--- src/fdc_port_pkg.sv ---
package fdc_port_pkg;
	localparam int ADDR_W = 12;
	localparam int DATA_W = 32;
	// printed offsets are register indices; byte address is index times four
	localparam logic [9:0] IDX_STATUS = 10'h3F4;
	localparam logic [9:0] IDX_DATA = 10'h3F5;
	localparam logic [9:0] IDX_DIGITAL = 10'h3F7;
	localparam logic [9:0] IDX_CTRL = 10'h3F8;
	localparam logic [11:0] ADDR_STATUS = {IDX_STATUS, 2'h0};
	localparam logic [11:0] ADDR_DATA = {IDX_DATA, 2'h0};
	localparam logic [11:0] ADDR_DIGITAL = {IDX_DIGITAL, 2'h0};
	localparam logic [11:0] ADDR_CTRL = {IDX_CTRL, 2'h0};
	localparam logic [1:0] RATE_500K = 2'h0;
	localparam logic [1:0] RATE_300K = 2'h1;
	localparam logic [1:0] RATE_250K = 2'h2;
	localparam logic [1:0] RATE_1M = 2'h3;
	localparam logic [1:0] RATE_RESET = RATE_250K;
	localparam logic [2:0] PRECOMP_RESET = 3'h0;
	localparam logic DENSITY_RESET = 1'b1;
	localparam logic [3:0] EXT_FILL = 4'hF;
	localparam int ST_DRV_A = 0;
	localparam int ST_DRV_B = 1;
	localparam int ST_CMD_BUSY = 4;
	localparam int ST_NON_DMA = 5;
	localparam int ST_DIR = 6;
	localparam int ST_RQM = 7;
	localparam int DSR_PRECOMP_LSB = 2;
	localparam int DSR_LOW_POWER = 6;
	localparam int DSR_SOFT_RESET = 7;
	localparam int CCR_NO_SHIFT = 2;
	localparam int CTL_LAYOUT_LSB = 0;
	localparam int CTL_FORCE_EN = 2;
	localparam int CTL_FORCE_VAL = 3;
	localparam logic [1:0] LAYOUT_AT = 2'h0;
	localparam logic [1:0] LAYOUT_EXT = 2'h1;
	localparam logic [1:0] LAYOUT_MIRROR = 2'h2;
	localparam int FIFO_DEPTH = 16;
	localparam logic [1:0] RESP_OKAY = 2'h0;
	localparam logic [1:0] RESP_SLVERR = 2'h2;
endpackage : fdc_port_pkg

--- src/bit_sync2.sv ---
`timescale 1ns/1ns
module bit_sync2 #(
	parameter logic RESET_VAL = 1'b1
) (
	input wire logic i_mclk,
	input wire logic i_srst,
	input wire logic i_async,
	output logic o_sync
);
	logic meta_reg;

	always_ff @(posedge i_mclk) begin
		if (i_srst) begin
			meta_reg <= RESET_VAL;
			o_sync <= RESET_VAL;
		end else begin
			meta_reg <= i_async;
			o_sync <= meta_reg;
		end
	end
endmodule : bit_sync2

--- src/axil_reg_slave.sv ---
`timescale 1ns/1ns
module axil_reg_slave #(
	parameter int AW = fdc_port_pkg::ADDR_W
) (
	input wire logic i_mclk,
	input wire logic i_srst,
	input wire logic [AW-1:0] i_s_axi_awaddr,
	input wire logic i_s_axi_awvalid,
	output logic o_s_axi_awready,
	input wire logic [31:0] i_s_axi_wdata,
	input wire logic [3:0] i_s_axi_wstrb,
	input wire logic i_s_axi_wvalid,
	output logic o_s_axi_wready,
	output logic [1:0] o_s_axi_bresp,
	output logic o_s_axi_bvalid,
	input wire logic i_s_axi_bready,
	input wire logic [AW-1:0] i_s_axi_araddr,
	input wire logic i_s_axi_arvalid,
	output logic o_s_axi_arready,
	output logic [31:0] o_s_axi_rdata,
	output logic [1:0] o_s_axi_rresp,
	output logic o_s_axi_rvalid,
	input wire logic i_s_axi_rready,
	output logic o_wr_en,
	output logic [AW-1:0] o_wr_addr,
	output logic [31:0] o_wr_data,
	output logic [3:0] o_wr_strb,
	input wire logic i_wr_ok,
	output logic o_rd_en,
	output logic [AW-1:0] o_rd_addr,
	input wire logic [31:0] i_rd_data,
	input wire logic i_rd_ok
);
	// ready flags double as "holding slot empty"
	logic wr_fire;

	assign wr_fire = !o_s_axi_awready && !o_s_axi_wready && !o_s_axi_bvalid;
	assign o_wr_en = wr_fire;
	assign o_rd_en = i_s_axi_arvalid && o_s_axi_arready;
	assign o_rd_addr = i_s_axi_araddr;

	always_ff @(posedge i_mclk) begin
		if (i_srst) begin
			o_s_axi_awready <= 1'b1;
			o_wr_addr <= '0;
		end else if (i_s_axi_awvalid && o_s_axi_awready) begin
			o_s_axi_awready <= 1'b0;
			o_wr_addr <= i_s_axi_awaddr;
		end else if (wr_fire) begin
			o_s_axi_awready <= 1'b1;
		end
	end

	always_ff @(posedge i_mclk) begin
		if (i_srst) begin
			o_s_axi_wready <= 1'b1;
			o_wr_data <= '0;
			o_wr_strb <= '0;
		end else if (i_s_axi_wvalid && o_s_axi_wready) begin
			o_s_axi_wready <= 1'b0;
			o_wr_data <= i_s_axi_wdata;
			o_wr_strb <= i_s_axi_wstrb;
		end else if (wr_fire) begin
			o_s_axi_wready <= 1'b1;
		end
	end

	always_ff @(posedge i_mclk) begin
		if (i_srst) begin
			o_s_axi_bvalid <= 1'b0;
			o_s_axi_bresp <= fdc_port_pkg::RESP_OKAY;
		end else if (wr_fire) begin
			o_s_axi_bvalid <= 1'b1;
			o_s_axi_bresp <= i_wr_ok ? fdc_port_pkg::RESP_OKAY
				: fdc_port_pkg::RESP_SLVERR;
		end else if (i_s_axi_bready) begin
			o_s_axi_bvalid <= 1'b0;
		end
	end

	// one read outstanding; data captured at the address handshake
	always_ff @(posedge i_mclk) begin
		if (i_srst) begin
			o_s_axi_arready <= 1'b1;
			o_s_axi_rvalid <= 1'b0;
			o_s_axi_rdata <= '0;
			o_s_axi_rresp <= fdc_port_pkg::RESP_OKAY;
		end else if (o_rd_en) begin
			o_s_axi_arready <= 1'b0;
			o_s_axi_rvalid <= 1'b1;
			o_s_axi_rdata <= i_rd_data;
			o_s_axi_rresp <= i_rd_ok ? fdc_port_pkg::RESP_OKAY
				: fdc_port_pkg::RESP_SLVERR;
		end else if (o_s_axi_rvalid && i_s_axi_rready) begin
			o_s_axi_arready <= 1'b1;
			o_s_axi_rvalid <= 1'b0;
		end
	end
endmodule : axil_reg_slave

--- src/floppy_host_status_port.sv ---
// Our own choice: the AXI4-Lite interface to the registers.
`timescale 1ns/1ns
module floppy_host_status_port #(
	parameter int FIFO_DEPTH = fdc_port_pkg::FIFO_DEPTH
) (
	input wire logic i_mclk,
	input wire logic i_srst,
	input wire logic [11:0] i_s_axi_awaddr,
	input wire logic i_s_axi_awvalid,
	output logic o_s_axi_awready,
	input wire logic [31:0] i_s_axi_wdata,
	input wire logic [3:0] i_s_axi_wstrb,
	input wire logic i_s_axi_wvalid,
	output logic o_s_axi_wready,
	output logic [1:0] o_s_axi_bresp,
	output logic o_s_axi_bvalid,
	input wire logic i_s_axi_bready,
	input wire logic [11:0] i_s_axi_araddr,
	input wire logic i_s_axi_arvalid,
	output logic o_s_axi_arready,
	output logic [31:0] o_s_axi_rdata,
	output logic [1:0] o_s_axi_rresp,
	output logic o_s_axi_rvalid,
	input wire logic i_s_axi_rready,
	input wire logic i_media_changed_pin,
	input wire logic i_drive_a_seeking,
	input wire logic i_drive_b_seeking,
	input wire logic i_transfer_direction,
	input wire logic i_core_accept,
	input wire logic i_cmd_end,
	input wire logic i_exec_start,
	input wire logic i_exec_phase,
	input wire logic i_fifo_config,
	input wire logic i_fifo_enable,
	input wire logic [3:0] i_fifo_threshold,
	input wire logic i_core_push,
	input wire logic [7:0] i_core_push_data,
	input wire logic i_core_pop,
	input wire logic i_dor_reset,
	input wire logic i_dma_allow,
	output logic [7:0] o_core_pop_data,
	output logic o_core_pop_strobe,
	output logic o_xfer_fault,
	output logic [$clog2(FIFO_DEPTH):0] o_fifo_level,
	output logic o_fifo_on,
	output logic o_service_req,
	output logic o_cmd_busy,
	output logic o_soft_reset,
	output logic [1:0] o_rate_select,
	output logic [2:0] o_precomp,
	output logic o_no_write_shift,
	output logic o_low_power,
	output logic o_density_select_pin
);
	localparam int PTR_W = $clog2(FIFO_DEPTH);
	localparam logic [PTR_W:0] DEPTH_L = (PTR_W+1)'(FIFO_DEPTH);
	localparam logic [PTR_W:0] ONE_L = (PTR_W+1)'(1);

	// 500K and 1M run high density; 250K and 300K do not
	function automatic logic high_density(input logic [1:0] rate);
		return rate == fdc_port_pkg::RATE_500K
			|| rate == fdc_port_pkg::RATE_1M;
	endfunction : high_density

	logic wr_en;
	logic [11:0] wr_addr;
	logic [31:0] wr_data;
	logic [3:0] wr_strb;
	logic wr_ok;
	logic rd_en;
	logic [11:0] rd_addr;
	logic [31:0] rd_data;
	logic rd_ok;
	logic changed_pin_sync;

	logic [1:0] rate_reg;
	logic [2:0] precomp_reg;
	logic no_shift_reg;
	logic low_power_reg;
	logic density_reg;
	logic busy_reg;
	logic fifo_on_reg;
	logic [3:0] thr_reg;
	logic fault_reg;
	logic [3:0] ctrl_reg;
	logic [PTR_W-1:0] wr_ptr_reg;
	logic [PTR_W-1:0] rd_ptr_reg;
	logic [PTR_W:0] level_reg;
	logic [7:0] mem [FIFO_DEPTH];

	logic wr_lane;
	logic wr_status;
	logic wr_data_hit;
	logic wr_digital;
	logic wr_ctrl;
	logic rd_status;
	logic rd_data_hit;
	logic soft_rst;
	logic host_transfer_request;
	logic transfer_direction;
	logic [PTR_W:0] limit;
	logic full;
	logic empty;
	logic host_push;
	logic host_pop;
	logic core_push_ok;
	logic core_pop_ok;
	logic push;
	logic pop;
	logic flush;
	logic [7:0] push_data;
	logic [7:0] status;
	logic [7:0] digital;
	logic [1:0] layout;
	logic change_bit;
	logic rate_write;
	logic [1:0] rate_next;

	axil_reg_slave #(
		.AW(12)
	) u_bus (
		.i_mclk(i_mclk),
		.i_srst(i_srst),
		.i_s_axi_awaddr(i_s_axi_awaddr),
		.i_s_axi_awvalid(i_s_axi_awvalid),
		.o_s_axi_awready(o_s_axi_awready),
		.i_s_axi_wdata(i_s_axi_wdata),
		.i_s_axi_wstrb(i_s_axi_wstrb),
		.i_s_axi_wvalid(i_s_axi_wvalid),
		.o_s_axi_wready(o_s_axi_wready),
		.o_s_axi_bresp(o_s_axi_bresp),
		.o_s_axi_bvalid(o_s_axi_bvalid),
		.i_s_axi_bready(i_s_axi_bready),
		.i_s_axi_araddr(i_s_axi_araddr),
		.i_s_axi_arvalid(i_s_axi_arvalid),
		.o_s_axi_arready(o_s_axi_arready),
		.o_s_axi_rdata(o_s_axi_rdata),
		.o_s_axi_rresp(o_s_axi_rresp),
		.o_s_axi_rvalid(o_s_axi_rvalid),
		.i_s_axi_rready(i_s_axi_rready),
		.o_wr_en(wr_en),
		.o_wr_addr(wr_addr),
		.o_wr_data(wr_data),
		.o_wr_strb(wr_strb),
		.i_wr_ok(wr_ok),
		.o_rd_en(rd_en),
		.o_rd_addr(rd_addr),
		.i_rd_data(rd_data),
		.i_rd_ok(rd_ok)
	);

	bit_sync2 #(
		.RESET_VAL(1'b1)
	) u_change_sync (
		.i_mclk(i_mclk),
		.i_srst(i_srst),
		.i_async(i_media_changed_pin),
		.o_sync(changed_pin_sync)
	);

	// decode; byte lane 0 carries every register, others are dropped
	assign wr_lane = wr_en && wr_strb[0];
	assign wr_status = wr_lane && wr_addr == fdc_port_pkg::ADDR_STATUS;
	assign wr_data_hit = wr_lane && wr_addr == fdc_port_pkg::ADDR_DATA;
	assign wr_digital = wr_lane && wr_addr == fdc_port_pkg::ADDR_DIGITAL;
	assign wr_ctrl = wr_lane && wr_addr == fdc_port_pkg::ADDR_CTRL;
	assign wr_ok = wr_addr == fdc_port_pkg::ADDR_STATUS
		|| wr_addr == fdc_port_pkg::ADDR_DATA
		|| wr_addr == fdc_port_pkg::ADDR_DIGITAL
		|| wr_addr == fdc_port_pkg::ADDR_CTRL;
	assign rd_status = rd_en && rd_addr == fdc_port_pkg::ADDR_STATUS;
	assign rd_data_hit = rd_en && rd_addr == fdc_port_pkg::ADDR_DATA;
	assign rd_ok = rd_addr == fdc_port_pkg::ADDR_STATUS
		|| rd_addr == fdc_port_pkg::ADDR_DATA
		|| rd_addr == fdc_port_pkg::ADDR_DIGITAL
		|| rd_addr == fdc_port_pkg::ADDR_CTRL;

	assign soft_rst = (wr_status && wr_data[fdc_port_pkg::DSR_SOFT_RESET])
		|| i_dor_reset;
	assign layout = ctrl_reg[fdc_port_pkg::CTL_LAYOUT_LSB +: 2];

	// single-byte depth outside execution keeps commands paced by rqm
	assign limit = (fifo_on_reg && i_exec_phase) ? DEPTH_L : ONE_L;
	assign full = level_reg >= limit;
	assign empty = level_reg == '0;
	assign transfer_direction = i_transfer_direction;
	assign host_transfer_request = transfer_direction ? !empty : (i_core_accept && !full);
	// bytes offered while rqm is low are ignored
	assign host_push = wr_data_hit && host_transfer_request && !transfer_direction;
	assign host_pop = rd_data_hit && host_transfer_request && transfer_direction;
	assign core_push_ok = i_core_push && !full && !host_push;
	assign core_pop_ok = i_core_pop && !empty && !host_pop;
	assign push = host_push || core_push_ok;
	assign pop = host_pop || core_pop_ok;
	assign push_data = host_push ? wr_data[7:0] : i_core_push_data;
	assign flush = soft_rst || i_exec_start;

	// status is built from live state, so a read right after a data
	// access already reflects it
	always_comb begin
		status = 8'h00;
		status[fdc_port_pkg::ST_DRV_A] = i_drive_a_seeking;
		status[fdc_port_pkg::ST_DRV_B] = i_drive_b_seeking;
		status[fdc_port_pkg::ST_CMD_BUSY] = busy_reg;
		status[fdc_port_pkg::ST_DIR] = transfer_direction;
		status[fdc_port_pkg::ST_RQM] = host_transfer_request;
	end

	assign change_bit = ctrl_reg[fdc_port_pkg::CTL_FORCE_EN]
		? ctrl_reg[fdc_port_pkg::CTL_FORCE_VAL]
		: !changed_pin_sync;

	always_comb begin
		case (layout)
		fdc_port_pkg::LAYOUT_EXT: begin
			digital = {change_bit, fdc_port_pkg::EXT_FILL, rate_reg,
				!high_density(rate_reg)};
		end
		fdc_port_pkg::LAYOUT_MIRROR: begin
			digital = {change_bit, 3'h0, i_dma_allow, no_shift_reg,
				rate_reg};
		end
		default: begin
			digital = {change_bit, 7'h00};
		end
		endcase
	end

	always_comb begin
		rd_data = 32'h0000_0000;
		case (rd_addr)
		fdc_port_pkg::ADDR_STATUS: begin
			rd_data[7:0] = status;
		end
		fdc_port_pkg::ADDR_DATA: begin
			rd_data[7:0] = host_pop ? mem[rd_ptr_reg] : 8'h00;
		end
		fdc_port_pkg::ADDR_DIGITAL: begin
			rd_data[7:0] = digital;
		end
		fdc_port_pkg::ADDR_CTRL: begin
			rd_data[3:0] = ctrl_reg;
		end
		default: begin
			rd_data = 32'h0000_0000;
		end
		endcase
	end

	always_ff @(posedge i_mclk) begin
		if (i_srst) begin
			ctrl_reg <= 4'h0;
		end else if (wr_ctrl) begin
			ctrl_reg <= wr_data[3:0];
		end
	end

	// both rate registers feed one store; the newest write wins
	assign rate_write = wr_status || wr_digital;
	assign rate_next = wr_data[1:0];

	always_ff @(posedge i_mclk) begin
		if (i_srst) begin
			rate_reg <= fdc_port_pkg::RATE_RESET;
		end else if (rate_write) begin
			rate_reg <= rate_next;
		end
	end

	// density follows rate writes only; resets from software leave it
	always_ff @(posedge i_mclk) begin
		if (i_srst) begin
			density_reg <= fdc_port_pkg::DENSITY_RESET;
		end else if (rate_write) begin
			density_reg <= high_density(rate_next);
		end
	end

	always_ff @(posedge i_mclk) begin
		if (i_srst) begin
			precomp_reg <= fdc_port_pkg::PRECOMP_RESET;
		end else if (wr_status) begin
			precomp_reg <= wr_data[fdc_port_pkg::DSR_PRECOMP_LSB +: 3];
		end
	end

	// stored and mirrored only; nothing downstream acts on it
	always_ff @(posedge i_mclk) begin
		if (i_srst) begin
			no_shift_reg <= 1'b0;
		end else if (wr_digital && layout == fdc_port_pkg::LAYOUT_MIRROR) begin
			no_shift_reg <= wr_data[fdc_port_pkg::CCR_NO_SHIFT];
		end
	end

	always_ff @(posedge i_mclk) begin
		if (i_srst) begin
			low_power_reg <= 1'b0;
		end else if (wr_status && wr_data[fdc_port_pkg::DSR_LOW_POWER]
			&& !wr_data[fdc_port_pkg::DSR_SOFT_RESET]) begin
			low_power_reg <= 1'b1;
		end else if (soft_rst || rd_status || rd_data_hit || wr_data_hit) begin
			low_power_reg <= 1'b0;
		end
	end

	// a new command byte outranks an end event in the same cycle
	always_ff @(posedge i_mclk) begin
		if (i_srst) begin
			busy_reg <= 1'b0;
		end else if (host_push) begin
			busy_reg <= 1'b1;
		end else if (i_cmd_end || soft_rst) begin
			busy_reg <= 1'b0;
		end
	end

	always_ff @(posedge i_mclk) begin
		if (i_srst || soft_rst) begin
			fifo_on_reg <= 1'b0;
			thr_reg <= 4'h0;
		end else if (i_fifo_config) begin
			fifo_on_reg <= i_fifo_enable;
			thr_reg <= i_fifo_threshold;
		end
	end

	always_ff @(posedge i_mclk) begin
		if (i_srst || flush) begin
			wr_ptr_reg <= '0;
			rd_ptr_reg <= '0;
			level_reg <= '0;
		end else begin
			if (push) begin
				wr_ptr_reg <= wr_ptr_reg + 1'b1;
			end
			if (pop) begin
				rd_ptr_reg <= rd_ptr_reg + 1'b1;
			end
			if (push && !pop) begin
				level_reg <= level_reg + ONE_L;
			end else if (pop && !push) begin
				level_reg <= level_reg - ONE_L;
			end
		end
	end

	always_ff @(posedge i_mclk) begin
		if (push && !flush) begin
			mem[wr_ptr_reg] <= push_data;
		end
	end

	// an empty pop hands the core a zero byte to pad the sector
	always_ff @(posedge i_mclk) begin
		if (i_srst || soft_rst) begin
			o_core_pop_strobe <= 1'b0;
			o_core_pop_data <= 8'h00;
		end else begin
			o_core_pop_strobe <= i_core_pop;
			o_core_pop_data <= core_pop_ok ? mem[rd_ptr_reg] : 8'h00;
		end
	end

	// fault set beats the clear so a late overrun is still seen
	always_ff @(posedge i_mclk) begin
		if (i_srst) begin
			fault_reg <= 1'b0;
		end else if ((i_core_push && !core_push_ok)
			|| (i_core_pop && !core_pop_ok)) begin
			fault_reg <= 1'b1;
		end else if (i_cmd_end || soft_rst) begin
			fault_reg <= 1'b0;
		end
	end

	// threshold field holds count minus one
	always_ff @(posedge i_mclk) begin
		if (i_srst) begin
			o_service_req <= 1'b0;
		end else begin
			o_service_req <= fifo_on_reg && i_exec_phase && (transfer_direction
				? level_reg > {1'b0, thr_reg}
				: (limit - level_reg) > {1'b0, thr_reg});
		end
	end

	always_ff @(posedge i_mclk) begin
		if (i_srst) begin
			o_soft_reset <= 1'b0;
		end else begin
			o_soft_reset <= soft_rst;
		end
	end

	assign o_rate_select = rate_reg;
	assign o_precomp = precomp_reg;
	assign o_no_write_shift = no_shift_reg;
	assign o_low_power = low_power_reg;
	assign o_density_select_pin = density_reg;
	assign o_cmd_busy = busy_reg;
	assign o_fifo_on = fifo_on_reg;
	assign o_fifo_level = level_reg;
	assign o_xfer_fault = fault_reg;
endmodule : floppy_host_status_port

--- config.mk ---
export PLATFORM = sky130hd
export DESIGN_NAME = floppy_host_status_port
export DESIGN_NICKNAME = d
export VERILOG_FILES = /design/src/fdc_port_pkg.sv /design/src/bit_sync2.sv /design/src/axil_reg_slave.sv /design/src/floppy_host_status_port.sv
export SDC_FILE = /design/constraint.sdc
export NUM_CORES = 1
export LEC_CHECK = 0
export ABC_AREA = 1
export BUFFER_PORTS_ARGS = -buffer_cell sky130_fd_sc_hd__buf_2
export CAP_MARGIN = 20
export CORE_MARGIN = 5
export CORE_UTILIZATION = 50
export CTS_BUF_LIST = sky130_fd_sc_hd__clkbuf_4
export DETAILED_ROUTE_END_ITERATION = 10
export PLACE_DENSITY_LB_ADDON = 0.25
export SYNTH_ARGS = -nofsm -noshare
export SYNTH_HDL_FRONTEND = slang
export SYNTH_HIERARCHICAL = 1
export SYNTH_SLANG_ARGS = --single-unit
--- constraint.sdc ---
create_clock -name i_mclk -period 4.12 [get_ports i_mclk]
set_clock_uncertainty 0.05 [all_clocks]
set_input_delay 0.824 -clock i_mclk [delete_from_list [all_inputs] [get_ports i_mclk]]
set_output_delay 0.824 -clock i_mclk [all_outputs]
set_load 0.01 [all_outputs]
==> results.py <==
metrics = {
    "outcome": {
        "run_status": "completed",
    },
    "clocking": {
        "cts_made_buffers": 56,
        "clkLatencyLatePin_ns": 0.67,
        "cts-root-to-sink-buffers": 3,
        "cts_max_level": 2,
        "tritoncts_clock_tree": "yes",
        "cts_resized": 0,
        "tritoncts_num_sinks": 237,
        "clk_root_buffer_cell": "sky130_fd_sc_hd__clkbuf_4",
        "cts.clk_slew.worst_paths_ns": 0.07,
        "post_cts_hold_buffer_count": 0,
        "post_cts_setup_repair_bufs": 0,
    },
    "pwr": {
        "internal_power_consumption_uw": 3620,
        "netSwitchingPower_uw": 1180,
        "power.static_leakage_uw": 0.00508,
        "irDropWorstVdd_mv": 0.235,
        "swShare_pct": 24.6,
        "p_comb_share_pct": 9.4,
        "power_per_cell_area_mw_per_mm2": 403,
        "pwr-share-seq_pct": 54.1,
        "clkPwrFrac_pct": 36.5,
        "power_total_uw": 4800,
    },
    "drt": {
        "drtAntennaViolNets": 0,
        "remaining_drc_errors": 0,
        "wl_um": 24200,
        "drt_iter0_drc": 518,
        "wl_per_cell_um": 15.2,
        "viasPerCell": 5.04,
        "drt_first_pass_iters": 4,
        "via_count": 8019,
    },
    "floorplanning": {
        "floorplan.die_area_sq_mm": 0.0238,
        "initial_core_util_pct": 51.1,
        "die-height_um": 154,
        "boundaryPins": 161,
        "chipWidth_um": 154,
        "floorplan.rows": 52,
        "core_region_area_sq_mm": 0.0204,
    },
    "grt": {
        "antenna_violations_before_repair": 7,
        "wire_length_of_the_first_global_routing_pass_um": 38000,
        "grt_start_max_net_pins": 129,
        "gr-usage-all-layers_pct": 19.8,
        "overflow": 0,
        "number_of_global_route_vias_before_repair": 7532,
    },
    "placement": {
        "dpl.hpwl_um": 16400,
        "weighted_congestion_reported_at_the_end_of_routability_driven_placement": 0.867,
        "io_buffers": 131,
        "placement.cell_area_sq_mm": 0.0112,
        "dpl.cell_count": 1498,
    },
    "worst_setup_path": {
        "worst-r2r-setup-slack_ns": 1.03,
        "worst_setup_path_start_kind": "flop",
        "worst-path-max-fanout": 15,
        "worstRegToRegCells": 17,
        "worst_r2r_src": "u_bus/o_s_axi_wready",
        "critical_path_class": "flop to flop",
        "worst-endpoint-arrival_ns": 3.61,
        "end_kind": "flop",
        "worst_r2r_endpoint": "o_fifo_level[4]",
        "critical_path_required_ns": 4.64,
    },
    "sta": {
        "finalHoldViolCount": 0,
        "actual_slew_at_the_worst_max_slew_pin_ns": 0.882,
        "rsz0062_at_grt": "false",
        "time_the_worst_path_needs_with_i_o_delays_and_setup_ns": 3.09,
        "period_share_pct": 74.9,
        "setup-tns-final_ns": 0,
        "timing.final.max_slew_violations": 0,
        "finalSetupViolCount": 0,
        "max-slew-margin-rel_pct": 41.0,
        "fmax_mhz": 324,
    },
    "synthesis": {
        "synth.cell_area_sq_mm": 0.0104,
        "ys_warnings": 6,
        "post_synth.cell_area_avg_sq_um": 9.27,
        "postSynthCellCount": 1123,
    },
    "finish": {
        "drive_above_1_share_pct": 19.7,
        "finish.instance_area_sq_mm": 0.0119,
        "area_growth_pct": 14.4,
        "top_regs": "mem x128, u_bus/o_s_axi_rdata x32, u_bus/o_wr_addr x12",
        "largest_register": "mem",
        "layout.cells.non_filler": 1591,
        "final_core_util_pct": 58.5,
        "number_of_nets_in_the_layout": 1403,
        "number_of_flip_flops_in_the_largest_register": 128,
    },
    "flow_run": {
        "maxCapViolations": 0,
    },
    "hold_path": {
        "timing.hold.worst.class": "input port to flop",
        "hold_path_startpoint": "i_media_changed_pin",
        "hold-path-cell-count": 3,
        "timing.hold.worst_endpoint": "u_change_sync/meta_reg",
    },
}
## worst max-delay path by stage
stage                       to            startpoint  cells past startpoint
2_1_floorplan  o_fifo_level[4]          i_exec_phase                     18
3_3_place_gp   o_fifo_level[4]          i_exec_phase                     20
3_5_place_dp   o_fifo_level[4]          i_exec_phase                     20
4_1_cts        o_fifo_level[4]  u_bus/o_s_axi_wready                     19
5_1_grt        o_fifo_level[4]  u_bus/o_s_axi_wready                     19
6_report       o_fifo_level[4]  u_bus/o_s_axi_wready                     17
## cell usage in the layout (no fill, tap or decap), types with 2 or more instances in the layout
cell type / count
sky130_fd_sc_hd__nor2_1: 172
sky130_fd_sc_hd__inv_1: 134
sky130_fd_sc_hd__nand2_1: 131
sky130_fd_sc_hd__buf_2: 131
sky130_fd_sc_hd__edfxtp_1: 128
sky130_fd_sc_hd__o21ai_0: 118
sky130_fd_sc_hd__dfxtp_1: 107
sky130_fd_sc_hd__clkbuf_4: 83
sky130_fd_sc_hd__nand3_1: 74
sky130_fd_sc_hd__a21oi_1: 72
sky130_fd_sc_hd__o211ai_1: 36
sky130_fd_sc_hd__conb_1: 26
sky130_fd_sc_hd__ha_1: 22
sky130_fd_sc_hd__buf_4: 12
sky130_fd_sc_hd__nand4_1: 9
sky130_fd_sc_hd__nor3_1: 7
sky130_fd_sc_hd__nor2_2: 5
sky130_fd_sc_hd__nand2_4: 5
sky130_fd_sc_hd__diode_2: 4
sky130_fd_sc_hd__xor2_1: 4
sky130_fd_sc_hd__nor2_4: 4
sky130_fd_sc_hd__inv_2: 4
sky130_fd_sc_hd__xnor2_1: 3
sky130_fd_sc_hd__clkinv_1: 3
sky130_fd_sc_hd__clkinv_2: 3
sky130_fd_sc_hd__mux2i_1: 2
sky130_fd_sc_hd__nand2_2: 2
sky130_fd_sc_hd__and2_1: 2
sky130_fd_sc_hd__nand3b_1: 2
sky130_fd_sc_hd__o21ai_1: 2
## worst max-delay path: stages (launching register included)
cell                       delay [ns]
sky130_fd_sc_hd__dfxtp_1         0.42
sky130_fd_sc_hd__nor2_1          0.11
sky130_fd_sc_hd__nand2_1         0.14
sky130_fd_sc_hd__inv_1           0.05
sky130_fd_sc_hd__nand2_1         0.06
sky130_fd_sc_hd__inv_1           0.07
sky130_fd_sc_hd__nand4_1         0.15
sky130_fd_sc_hd__clkinv_1        0.19
sky130_fd_sc_hd__nand2_4         0.22
sky130_fd_sc_hd__nand2_8         0.10
sky130_fd_sc_hd__ha_1            0.26
sky130_fd_sc_hd__fa_1            0.40
sky130_fd_sc_hd__or2_2           0.32
sky130_fd_sc_hd__nand2_1         0.08
sky130_fd_sc_hd__a21oi_1         0.07
sky130_fd_sc_hd__xor2_1          0.12
sky130_fd_sc_hd__nand2_1         0.06
sky130_fd_sc_hd__a21oi_1         0.11
## power by group through the flow
stage	Combinational [uW]	Clock (uW)	Sequential, uW
after floorplan	304	0	2650
after global placement	436	0	2650
after global routing	517	1930	2600
final	453	1750	2590
after CTS	449	1800	2600
after detailed placement	447	0	2650
## metal layers
metal	up-vias	GRT usage, %	part of all wire, %
met5	-	0	0.14
met4	6	5.93	1.8
met3	40	5.09	7.6
met2	242	32.0	47
met1	3668	26.5	43
li1	4063	-	-
## final cells by class
class                           count  area [sq um]
Fill cell                        1798          8460
Inverter                          141           536
Timing Repair Buffer              144           773
Multi-Input combinational cell    707          3570
Sequential cell                   237          6030
Tap cell                          270           338
Clock buffer                       83           623
Clock inverter                      5          25.0
Antenna cell                        4          10.0
## per-stage QoR
step                setup WS (ns)  hold slack (ns)
global route                0.724            0.241
CTS                         0.999            0.236
global placement            0.601            0.336
floorplan                   0.895            0.330
detailed placement          0.501            0.339
finish                       1.03            0.280
No activity file was read; power rests on OpenSTA's default activity.
